===== src/logic/sram_ctl_regs.svh =====
/*
 Timing constants for the host-side controller of a 2k x 8 asynchronous
 battery-backed static memory. Assumes a 40 MHz system clock.
*/
`ifndef SRAM_CTL_REGS_SVH
`define SRAM_CTL_REGS_SVH

// Clock period in picoseconds (40 MHz)
`define CLK_PERIOD_PS 25000
// Array geometry
`define ADDR_W 11
`define DATA_W 8
// Timing figures in nanoseconds (protect recovery in ms), as printed
`define ACCESS_TIME_NS 100
`define WRITE_PULSE_NS 75
`define DATA_SETUP_TIME_NS 40
`define WRITE_RECOVERY_NS 10
`define PROTECT_RECOVERY_TIME_MS 125
// Cycle counts derived from the figures (least times round up)
`define ACCESS_CYC ((`ACCESS_TIME_NS * 1000 + `CLK_PERIOD_PS - 1) / `CLK_PERIOD_PS)
`define WRITE_PULSE_CYC ((`WRITE_PULSE_NS * 1000 + `CLK_PERIOD_PS - 1) / `CLK_PERIOD_PS)
`define DATA_SETUP_CYC ((`DATA_SETUP_TIME_NS * 1000 + `CLK_PERIOD_PS - 1) / `CLK_PERIOD_PS)
`define RECOVERY_CYC ((`WRITE_RECOVERY_NS * 1000 + `CLK_PERIOD_PS - 1) / `CLK_PERIOD_PS)
// 125 ms at 40 MHz; used as a parameter default since it is large
`define PROTECT_CYC (`PROTECT_RECOVERY_TIME_MS * 40000)
// Widths of the phase counter and the protection counter
`define PHASE_CNT_W 8
`define PROTECT_CNT_W 24

`endif


===== src/logic/sram_ctl_pkg.sv =====
/*
 Types for the static memory controller: bus state machine encoding.
 Assumes sram_ctl_regs.svh is compiled alongside for the constants.
*/
package sram_ctl_pkg;

    // Bus sequencer states, one-hot
    typedef enum logic [5:0] {
        ST_IDLE  = 6'h01,
        ST_RD    = 6'h02,
        ST_WSET  = 6'h04,
        ST_WPULS = 6'h08,
        ST_WREC  = 6'h10,
        ST_HOLD  = 6'h20
    } bus_state_t;

endpackage


===== src/logic/protect_guard.sv =====
/*
 Write-protect guard: tracks the supply-monitor flag and holds the bus
 off for the recovery time after the flag drops.
 Assumes protect_i is synchronous to sys_clk_i.
*/
`timescale 1ns/100ps
`include "sram_ctl_regs.svh"

module protect_guard #(
    parameter int unsigned PROTECT_CYCLES = `PROTECT_CYC
) (
    input wire logic sys_clk_i,
    input wire logic rst_i,
    input wire logic protect_i,
    output logic blocked_o
);

    // Whole state of the guard
    typedef struct packed {
        logic [`PROTECT_CNT_W-1:0] cnt;
        logic blocked;
    } guard_t;

    guard_t s_q;
    guard_t s_d;

    // Hold blocked while flag is up, then count out the recovery
    always_comb
    begin
        s_d = s_q;
        if (protect_i)
        begin
            // Restart the full wait every time the flag is seen
            s_d.blocked = 1'b1;
            s_d.cnt = PROTECT_CYCLES[`PROTECT_CNT_W-1:0];
        end
        else if (s_q.cnt != '0)
        begin
            s_d.cnt = s_q.cnt - 1'b1;
        end
        else
        begin
            s_d.blocked = 1'b0;
        end
    end

    // Start blocked: the supply is not known good at reset
    always_ff @(posedge sys_clk_i or posedge rst_i)
    begin
        if (rst_i)
        begin
            s_q <= '{cnt: '0, blocked: 1'b1};
        end
        else
        begin
            s_q <= s_d;
        end
    end

    assign blocked_o = s_q.blocked;

endmodule


===== src/logic/sram_ctl.sv =====
/*
 Host-side controller for a 2k x 8 asynchronous battery-backed static
 memory. A user request port issues single byte reads and writes; the
 controller sequences address, chip select, write strobe, output enable
 and the byte-wide data pins with cycle-counted timing at 40 MHz.
 Assumes all inputs are synchronous to sys_clk_i and that the pad ring
 resolves data_io from the output enable.
*/
// What this block does
// - Address held stable through whole write
// - Strobe up at least ten ns before select rise
// - Output enable kept high during writes
// - Select and strobe overlap at least 75 ns
// - Write data set up 40 ns before end
`timescale 1ns/100ps
`include "sram_ctl_regs.svh"

module sram_ctl
    import sram_ctl_pkg::*;
#(
    parameter int unsigned PROTECT_CYCLES = `PROTECT_CYC
) (
    input wire logic sys_clk_i,
    input wire logic rst_i,
    // User request port
    input wire logic req_valid_i,
    input wire logic req_write_i,
    input wire logic [`ADDR_W-1:0] req_addr_i,
    input wire logic [`DATA_W-1:0] req_wdata_i,
    output logic req_ready_o,
    output logic rsp_valid_o,
    output logic [`DATA_W-1:0] rsp_rdata_o,
    output logic blocked_o,
    // Supply-monitor flag from the memory side
    input wire logic protect_i,
    // Memory pins, active-low controls
    output logic [`ADDR_W-1:0] addr_in_o,
    output logic chip_sel_n_o,
    output logic write_strobe_n_o,
    output logic out_en_n_o,
    input wire logic [`DATA_W-1:0] data_io_i,
    output logic [`DATA_W-1:0] data_io_o,
    output logic data_io_oe_o
);

    // Whole state of the sequencer; every pin output is a field here
    typedef struct packed {
        bus_state_t state;
        // Down counter shared by all timed phases
        logic [`PHASE_CNT_W-1:0] cnt;
        logic [`ADDR_W-1:0] addr;
        logic cs_n;
        logic we_n;
        logic oe_n;
        logic [`DATA_W-1:0] dout;
        logic doe;
        logic ready;
        logic rsp_valid;
        logic [`DATA_W-1:0] rdata;
        logic blocked;
    } ctl_t;

    ctl_t s_q;
    ctl_t s_d;
    // Protection window from the guard
    logic guard_blocked;

    // Guard kept apart so its long counter can be shortened in test
    // Protection guard counts out the recovery after the flag drops
    protect_guard #(
        .PROTECT_CYCLES(PROTECT_CYCLES)
    ) u_guard (
        .sys_clk_i(sys_clk_i),
        .rst_i(rst_i),
        .protect_i(protect_i),
        .blocked_o(guard_blocked)
    );

    // Read frame: select and enable low five cycles, sampled on the last
    // Write frame: select, then strobe low four cycles, strobe up first
    // Select rises a cycle after the strobe, giving a full recovery cycle
    // Data stays driven until select rises; costs bus time, buys hold margin
    // Protection gates only new requests; a frame in flight runs to its end
    // Next-state logic for the bus sequencer
    always_comb
    begin
        s_d = s_q;
        s_d.rsp_valid = 1'b0;
        s_d.blocked = guard_blocked;
        // Shared decrement; loads in the phases below override it
        if (s_d.cnt != '0)
        begin
            s_d.cnt = s_q.cnt - 1'b1;
        end
        case (s_q.state)
            ST_IDLE:
            begin
                // A request is only looked at once ready has been shown
                // Ready only while the memory is out of protection
                s_d.ready = !guard_blocked;
                if (s_q.ready && req_valid_i && !guard_blocked)
                begin
                    s_d.ready = 1'b0;
                    s_d.addr = req_addr_i;
                    s_d.cs_n = 1'b0;
                    if (req_write_i)
                    begin
                        // Select first, strobe a cycle later so outputs stay off
                        s_d.oe_n = 1'b1;
                        s_d.dout = req_wdata_i;
                        s_d.doe = 1'b1;
                        s_d.state = ST_WSET;
                    end
                    else
                    begin
                        s_d.oe_n = 1'b0;
                        s_d.cnt = `PHASE_CNT_W'(`ACCESS_CYC);
                        s_d.state = ST_RD;
                    end
                end
            end
            ST_RD:
            begin
                // Counter was loaded with the access count on entry
                // Sample only once the access time has fully elapsed
                if (s_q.cnt == '0)
                begin
                    s_d.rdata = data_io_i;
                    s_d.rsp_valid = 1'b1;
                    s_d.cs_n = 1'b1;
                    s_d.oe_n = 1'b1;
                    s_d.state = ST_HOLD;
                end
            end
            ST_WSET:
            begin
                // Strobe falls after select: this edge starts the write
                s_d.we_n = 1'b0;
                // Pulse covers both the width and the data setup figure
                s_d.cnt = (`WRITE_PULSE_CYC > `DATA_SETUP_CYC) ?
                    `PHASE_CNT_W'(`WRITE_PULSE_CYC) : `PHASE_CNT_W'(`DATA_SETUP_CYC);
                s_d.state = ST_WPULS;
            end
            ST_WPULS:
            begin
                // Address and data held unchanged throughout the pulse
                if (s_q.cnt == '0)
                begin
                    // Strobe rises first and ends the write, select still low
                    s_d.we_n = 1'b1;
                    s_d.cnt = `PHASE_CNT_W'(`RECOVERY_CYC);
                    s_d.state = ST_WREC;
                end
            end
            ST_WREC:
            begin
                // Recovery count keeps the strobe high before the next select
                // Data held a cycle past the strobe rise, then released
                s_d.cs_n = 1'b1;
                s_d.doe = 1'b0;
                if (s_q.cnt == '0)
                begin
                    s_d.state = ST_HOLD;
                end
            end
            ST_HOLD:
            begin
                // Single idle cycle with everything deselected
                s_d.ready = !guard_blocked;
                s_d.state = ST_IDLE;
            end
            default:
            begin
                // Unreachable with one-hot codes; parks the pins idle
                s_d.state = ST_IDLE;
                s_d.cs_n = 1'b1;
                s_d.we_n = 1'b1;
                s_d.oe_n = 1'b1;
                s_d.doe = 1'b0;
                s_d.ready = 1'b0;
            end
        endcase
    end

    // Reset never reaches the memory array, only the pin drivers
    // Pins idle high and undriven during reset; memory keeps its contents
    always_ff @(posedge sys_clk_i or posedge rst_i)
    begin
        if (rst_i)
        begin
            s_q <= '{state: ST_IDLE, cnt: '0, addr: '0, cs_n: 1'b1, we_n: 1'b1,
                     oe_n: 1'b1, dout: '0, doe: 1'b0, ready: 1'b0,
                     rsp_valid: 1'b0, rdata: '0, blocked: 1'b1};
        end
        else
        begin
            s_q <= s_d;
        end
    end

    // No glue between flops and pins, so pin timing is exactly the walk
    // Outputs straight from the state flops
    assign req_ready_o = s_q.ready;
    assign rsp_valid_o = s_q.rsp_valid;
    assign rsp_rdata_o = s_q.rdata;
    assign blocked_o = s_q.blocked;
    assign addr_in_o = s_q.addr;
    assign chip_sel_n_o = s_q.cs_n;
    assign write_strobe_n_o = s_q.we_n;
    assign out_en_n_o = s_q.oe_n;
    assign data_io_o = s_q.dout;
    assign data_io_oe_o = s_q.doe;

endmodule


===== config.mk =====
export PLATFORM = sky130hd
export DESIGN_NAME = sram_ctl
export DESIGN_NICKNAME = d
export VERILOG_FILES = /design/src/logic/sram_ctl_pkg.sv /design/src/logic/protect_guard.sv /design/src/logic/sram_ctl.sv
export VERILOG_INCLUDE_DIRS = /design/src /design/src/logic
export SDC_FILE = /design/constraint.sdc
export NUM_CORES = 1
export LEC_CHECK = 0
export BUFFER_PORTS_ARGS = -buffer_cell sky130_fd_sc_hd__buf_2
export CORE_AREA = 10 10 114 75
export CTS_CLUSTER_SIZE = 24
export DETAILED_ROUTE_END_ITERATION = 8
export DIE_AREA = 0 0 124 85
export PLACE_DENSITY_LB_ADDON = 0.25
export SLEW_MARGIN = 20
export SYNTH_ARGS = -nofsm -noshare
export SYNTH_HDL_FRONTEND = slang
export SYNTH_SLANG_ARGS = --single-unit

===== constraint.sdc =====
create_clock -name sys_clk_i -period 7.5 [get_ports sys_clk_i]
set_input_delay 0.375 -clock sys_clk_i [delete_from_list [all_inputs] [get_ports sys_clk_i]]
set_output_delay 0.375 -clock sys_clk_i [all_outputs]
set_load 0.01 [all_outputs]

==> qor.yml <==
place:
  gp_congestion: 0.853
  dp_cells: 468
  postPlaceCellArea_um2: 3940
  hpwl_mm: 5.84
  io_buffers: 65
cells_and_area:
  area.sequential_um2: 1830
  antenna_cells: 0
  final_cell_area_um2: 4130
  area_delta_synth_final_pct: 9.12
  multi_input_area_um2: 1630
  final_util_pct: 63.8
  n_fill_cell: 553
  layout.nets: 430
  final_layout_size_suffix_gt1_share_pct: 32.4
  final_cell_count_no_fill: 485
global_routing:
  grt.total_usage_pct: 16.0
  grt_overflow: 0
  antenna_found_initial: 0
  grt_max_degree: 74
  grt_pass1_wl_mm: 13.7
  grt_pass1_vias: 2756
die:
  start_util_pct: 58.5
  core_area_um2: 6470
  die_h_um: 85
  die-area_um2: 10500
  num_rows: 23
  ios: 66
  die_x_um: 124
setup_path:
  crit_chain: "or3_4, or4b_1, nor4_4, buf_6, nor4_1, mux2_2"
  crit_start: "u_guard.s_q[11]$_DFFE_PP0P_"
  worstSetupStartpointType: "flip-flop"
  crit_slowest_cell: "or4b_1"
  worst_ep_required_time_ps: 7730
  r2r_start: "u_guard.s_q[11]$_DFFE_PP0P_"
  arrival_ps: 3020
  path_delay_family: "simple AND/OR/NAND/NOR gates"
  crit_buf_inv: 1
  end_kind: "flip-flop"
  crit_fanout: 14
  worstSetupPathType: "reg2reg"
  critPathMaxStageDelay_ps: 670
detailed_routing:
  wl_mm: 8.06
  wire_per_inst_um: 16.6
  drc_errors: 0
  viasPerCell: 5.66
  vias: 2746
  drtIter0Drc: 192
  postRouteAntennaNets: 0
  first_pass_iters: 4
synthesis:
  synth_warnings: 0
  yosysSeqAreaShare_pct: 48.4
  synth_area_leaders: "dfrtp_1 44%, mux2_2 10%, buf_4 5.4%"
  synth.avg_cell_area_um2: 10.5
  synth_ff_type: "dfrtp_1"
  synth_seq_cells: 73
  syn_nets: 398
  ys_types: 54
  syn_area_um2: 3790
  synth_cells: 361
  synth-async-reset-ratio_pct: 100
  yosys-top-cells-count: "67 x dfrtp_1, 34 x mux2_2, 30 x nor2_1"
  synth_edf_count: 0
  synth.largest_area_cell: "dfrtp_1"
  yosysTopAreaCellShare_pct: 44.3
  synth_most_common_cell: "dfrtp_1"
power_and_ir_drop:
  p_switching_mw: 0.186
  irDropWorstVdd_uv: 111
  p_int_mw: 0.553
  swShare_pct: 25.1
  powerDensity_nw_per_um2: 179
  clock_power_share_pct: 37.4
  p_leak_nw: 1.97
  comb_power_share_pct: 7.2
  power_frac_seq_pct: 55.4
clock_network:
  cts_tree: "done"
  numClockSinks: 73
  cts_buffers: 9
  cts_root_buffer: "clkbuf_8"
  hold_buffers: 0
  cts_buffer_depth: 2
  postCtsSetupBuffers: 0
  htree_levels: 3
  clock_latency_ps: 350
  cts.repair.resized: 0
  cts.clk_slew.worst_paths_ps: 80
sta:
  rsz0062_at_grt: "false"
  finalCritPeriodShare_pct: 37.2
  tns_ps: 0
  slew-limit-headroom_pct: 37.5
  worst_slew_pin_slew_ps: 929
  fmax_mhz: 358
  clock_skew_ps: 15.8
  period_needed_ps: 2790
  finalMaxSlewViolations: 0
  hold_viol_final: 0
  finalSetupViolations: 0
hold_path:
  holdCritStartpoint: "data_io_i[4]"
  hold_path_class: "in2reg"
status:
  outcome: "complete, no violations"
run:
  maxCapViolations: 0
==> power groups by stage <==
stage                     Sequential (mW)  Combinational [mW]  Clock, mW
after floorplan                     0.414              0.0384          0
after global placement              0.416              0.0515          0
after detailed placement            0.416              0.0536          0
after CTS                           0.409              0.0541      0.283
after global routing                0.410              0.0602      0.304
final                               0.409              0.0532      0.276
==> cell usage in the layout (no fill, tap or decap), types with 10 or more instances in the layout <==
cell type   n
a21oi_1    11
nor2_1     30
dfrtp_1    67
o21ai_0    15
nand2_1    16
mux2_2     34
or4_1      12
buf_2      65
clkbuf_8   10
==> metrics by stage <==
step	hold WS (ps)	power [mW]	worst slack (ps)
finish	253	0.738	4710
global route	233	0.774	4570
CTS	240	0.746	4480
detailed placement	401	0.470	4480
global placement	403	0.468	4550
floorplan	370	0.453	5080
==> flip-flops by register name, summed over array words and instances (netlist names) <==
signal,count
u_guard.s_q,24
out_en_n_o,1
rsp_rdata_o,8
s_q,14
chip_sel_n_o,1
u_guard.blocked_o,1
rsp_valid_o,1
blocked_o,1
req_ready_o,1
addr_in_o,11
data_io_o,8
write_strobe_n_o,1
data_io_oe_o,1
==> worst reg2reg max path: stages (launching register included) <==
cell     delay [ps]
dfrtp_1         400
or3_4           410
or4b_1          670
nor4_4          620
buf_6           240
nor4_1           60
mux2_2          290
==> path summary, 6_finish.rpt <==
kind | to | slack, ps | depth (start not counted)
max in group asynchronous | u_guard.s_q[23]$_DFFE_PP0P_ | 6590 | 3
min reg2reg | blocked_o$_DFF_PP1_ | 420 | 0
min | rsp_rdata_o[4]$_DFFE_PP0P_ | 250 | 2
min in group asynchronous | data_io_o[1]$_DFFE_PP0P_ | 310 | 3
max | u_guard.s_q[6]$_DFFE_PP0P_ | 4710 | 6
max reg2reg | u_guard.s_q[6]$_DFFE_PP0P_ | 4710 | 6
==> logic make-up after synthesis <==
group                      Yosys count  synth area share [%]
adders and majority gates            5                  1.65
xor gates and xnor gates            12                  2.78
DFF                                 73                  48.4
muxes                               34                  10.1
AOI/OAI and AO/OA                   55                  9.65
buffers and inverters               56                  8.49
and+or+nand+nor                    126                  18.9
==> layout make-up <==
type / instances / share of cell area (%)
Clock buffer: 12 / 3.51
Clock inverter: 4 / 0.757
Inverter: 10 / 0.909
Multi-Input combinational cell: 232 / 39.5
Sequential cell: 73 / 44.4
Tap cell: 87 / 2.63
Timing Repair Buffer: 67 / 8.33
==> metal layers <==
metal  wire (um)  global-route usage (%)  vias up
met5           0                       0        -
met4          37                    2.92        0
li1            -                       -     1329
met3         688                    7.41        4
met2        3480                    22.0       78
met1        3850                    22.4     1335
(Power assumes the default switching activity.)
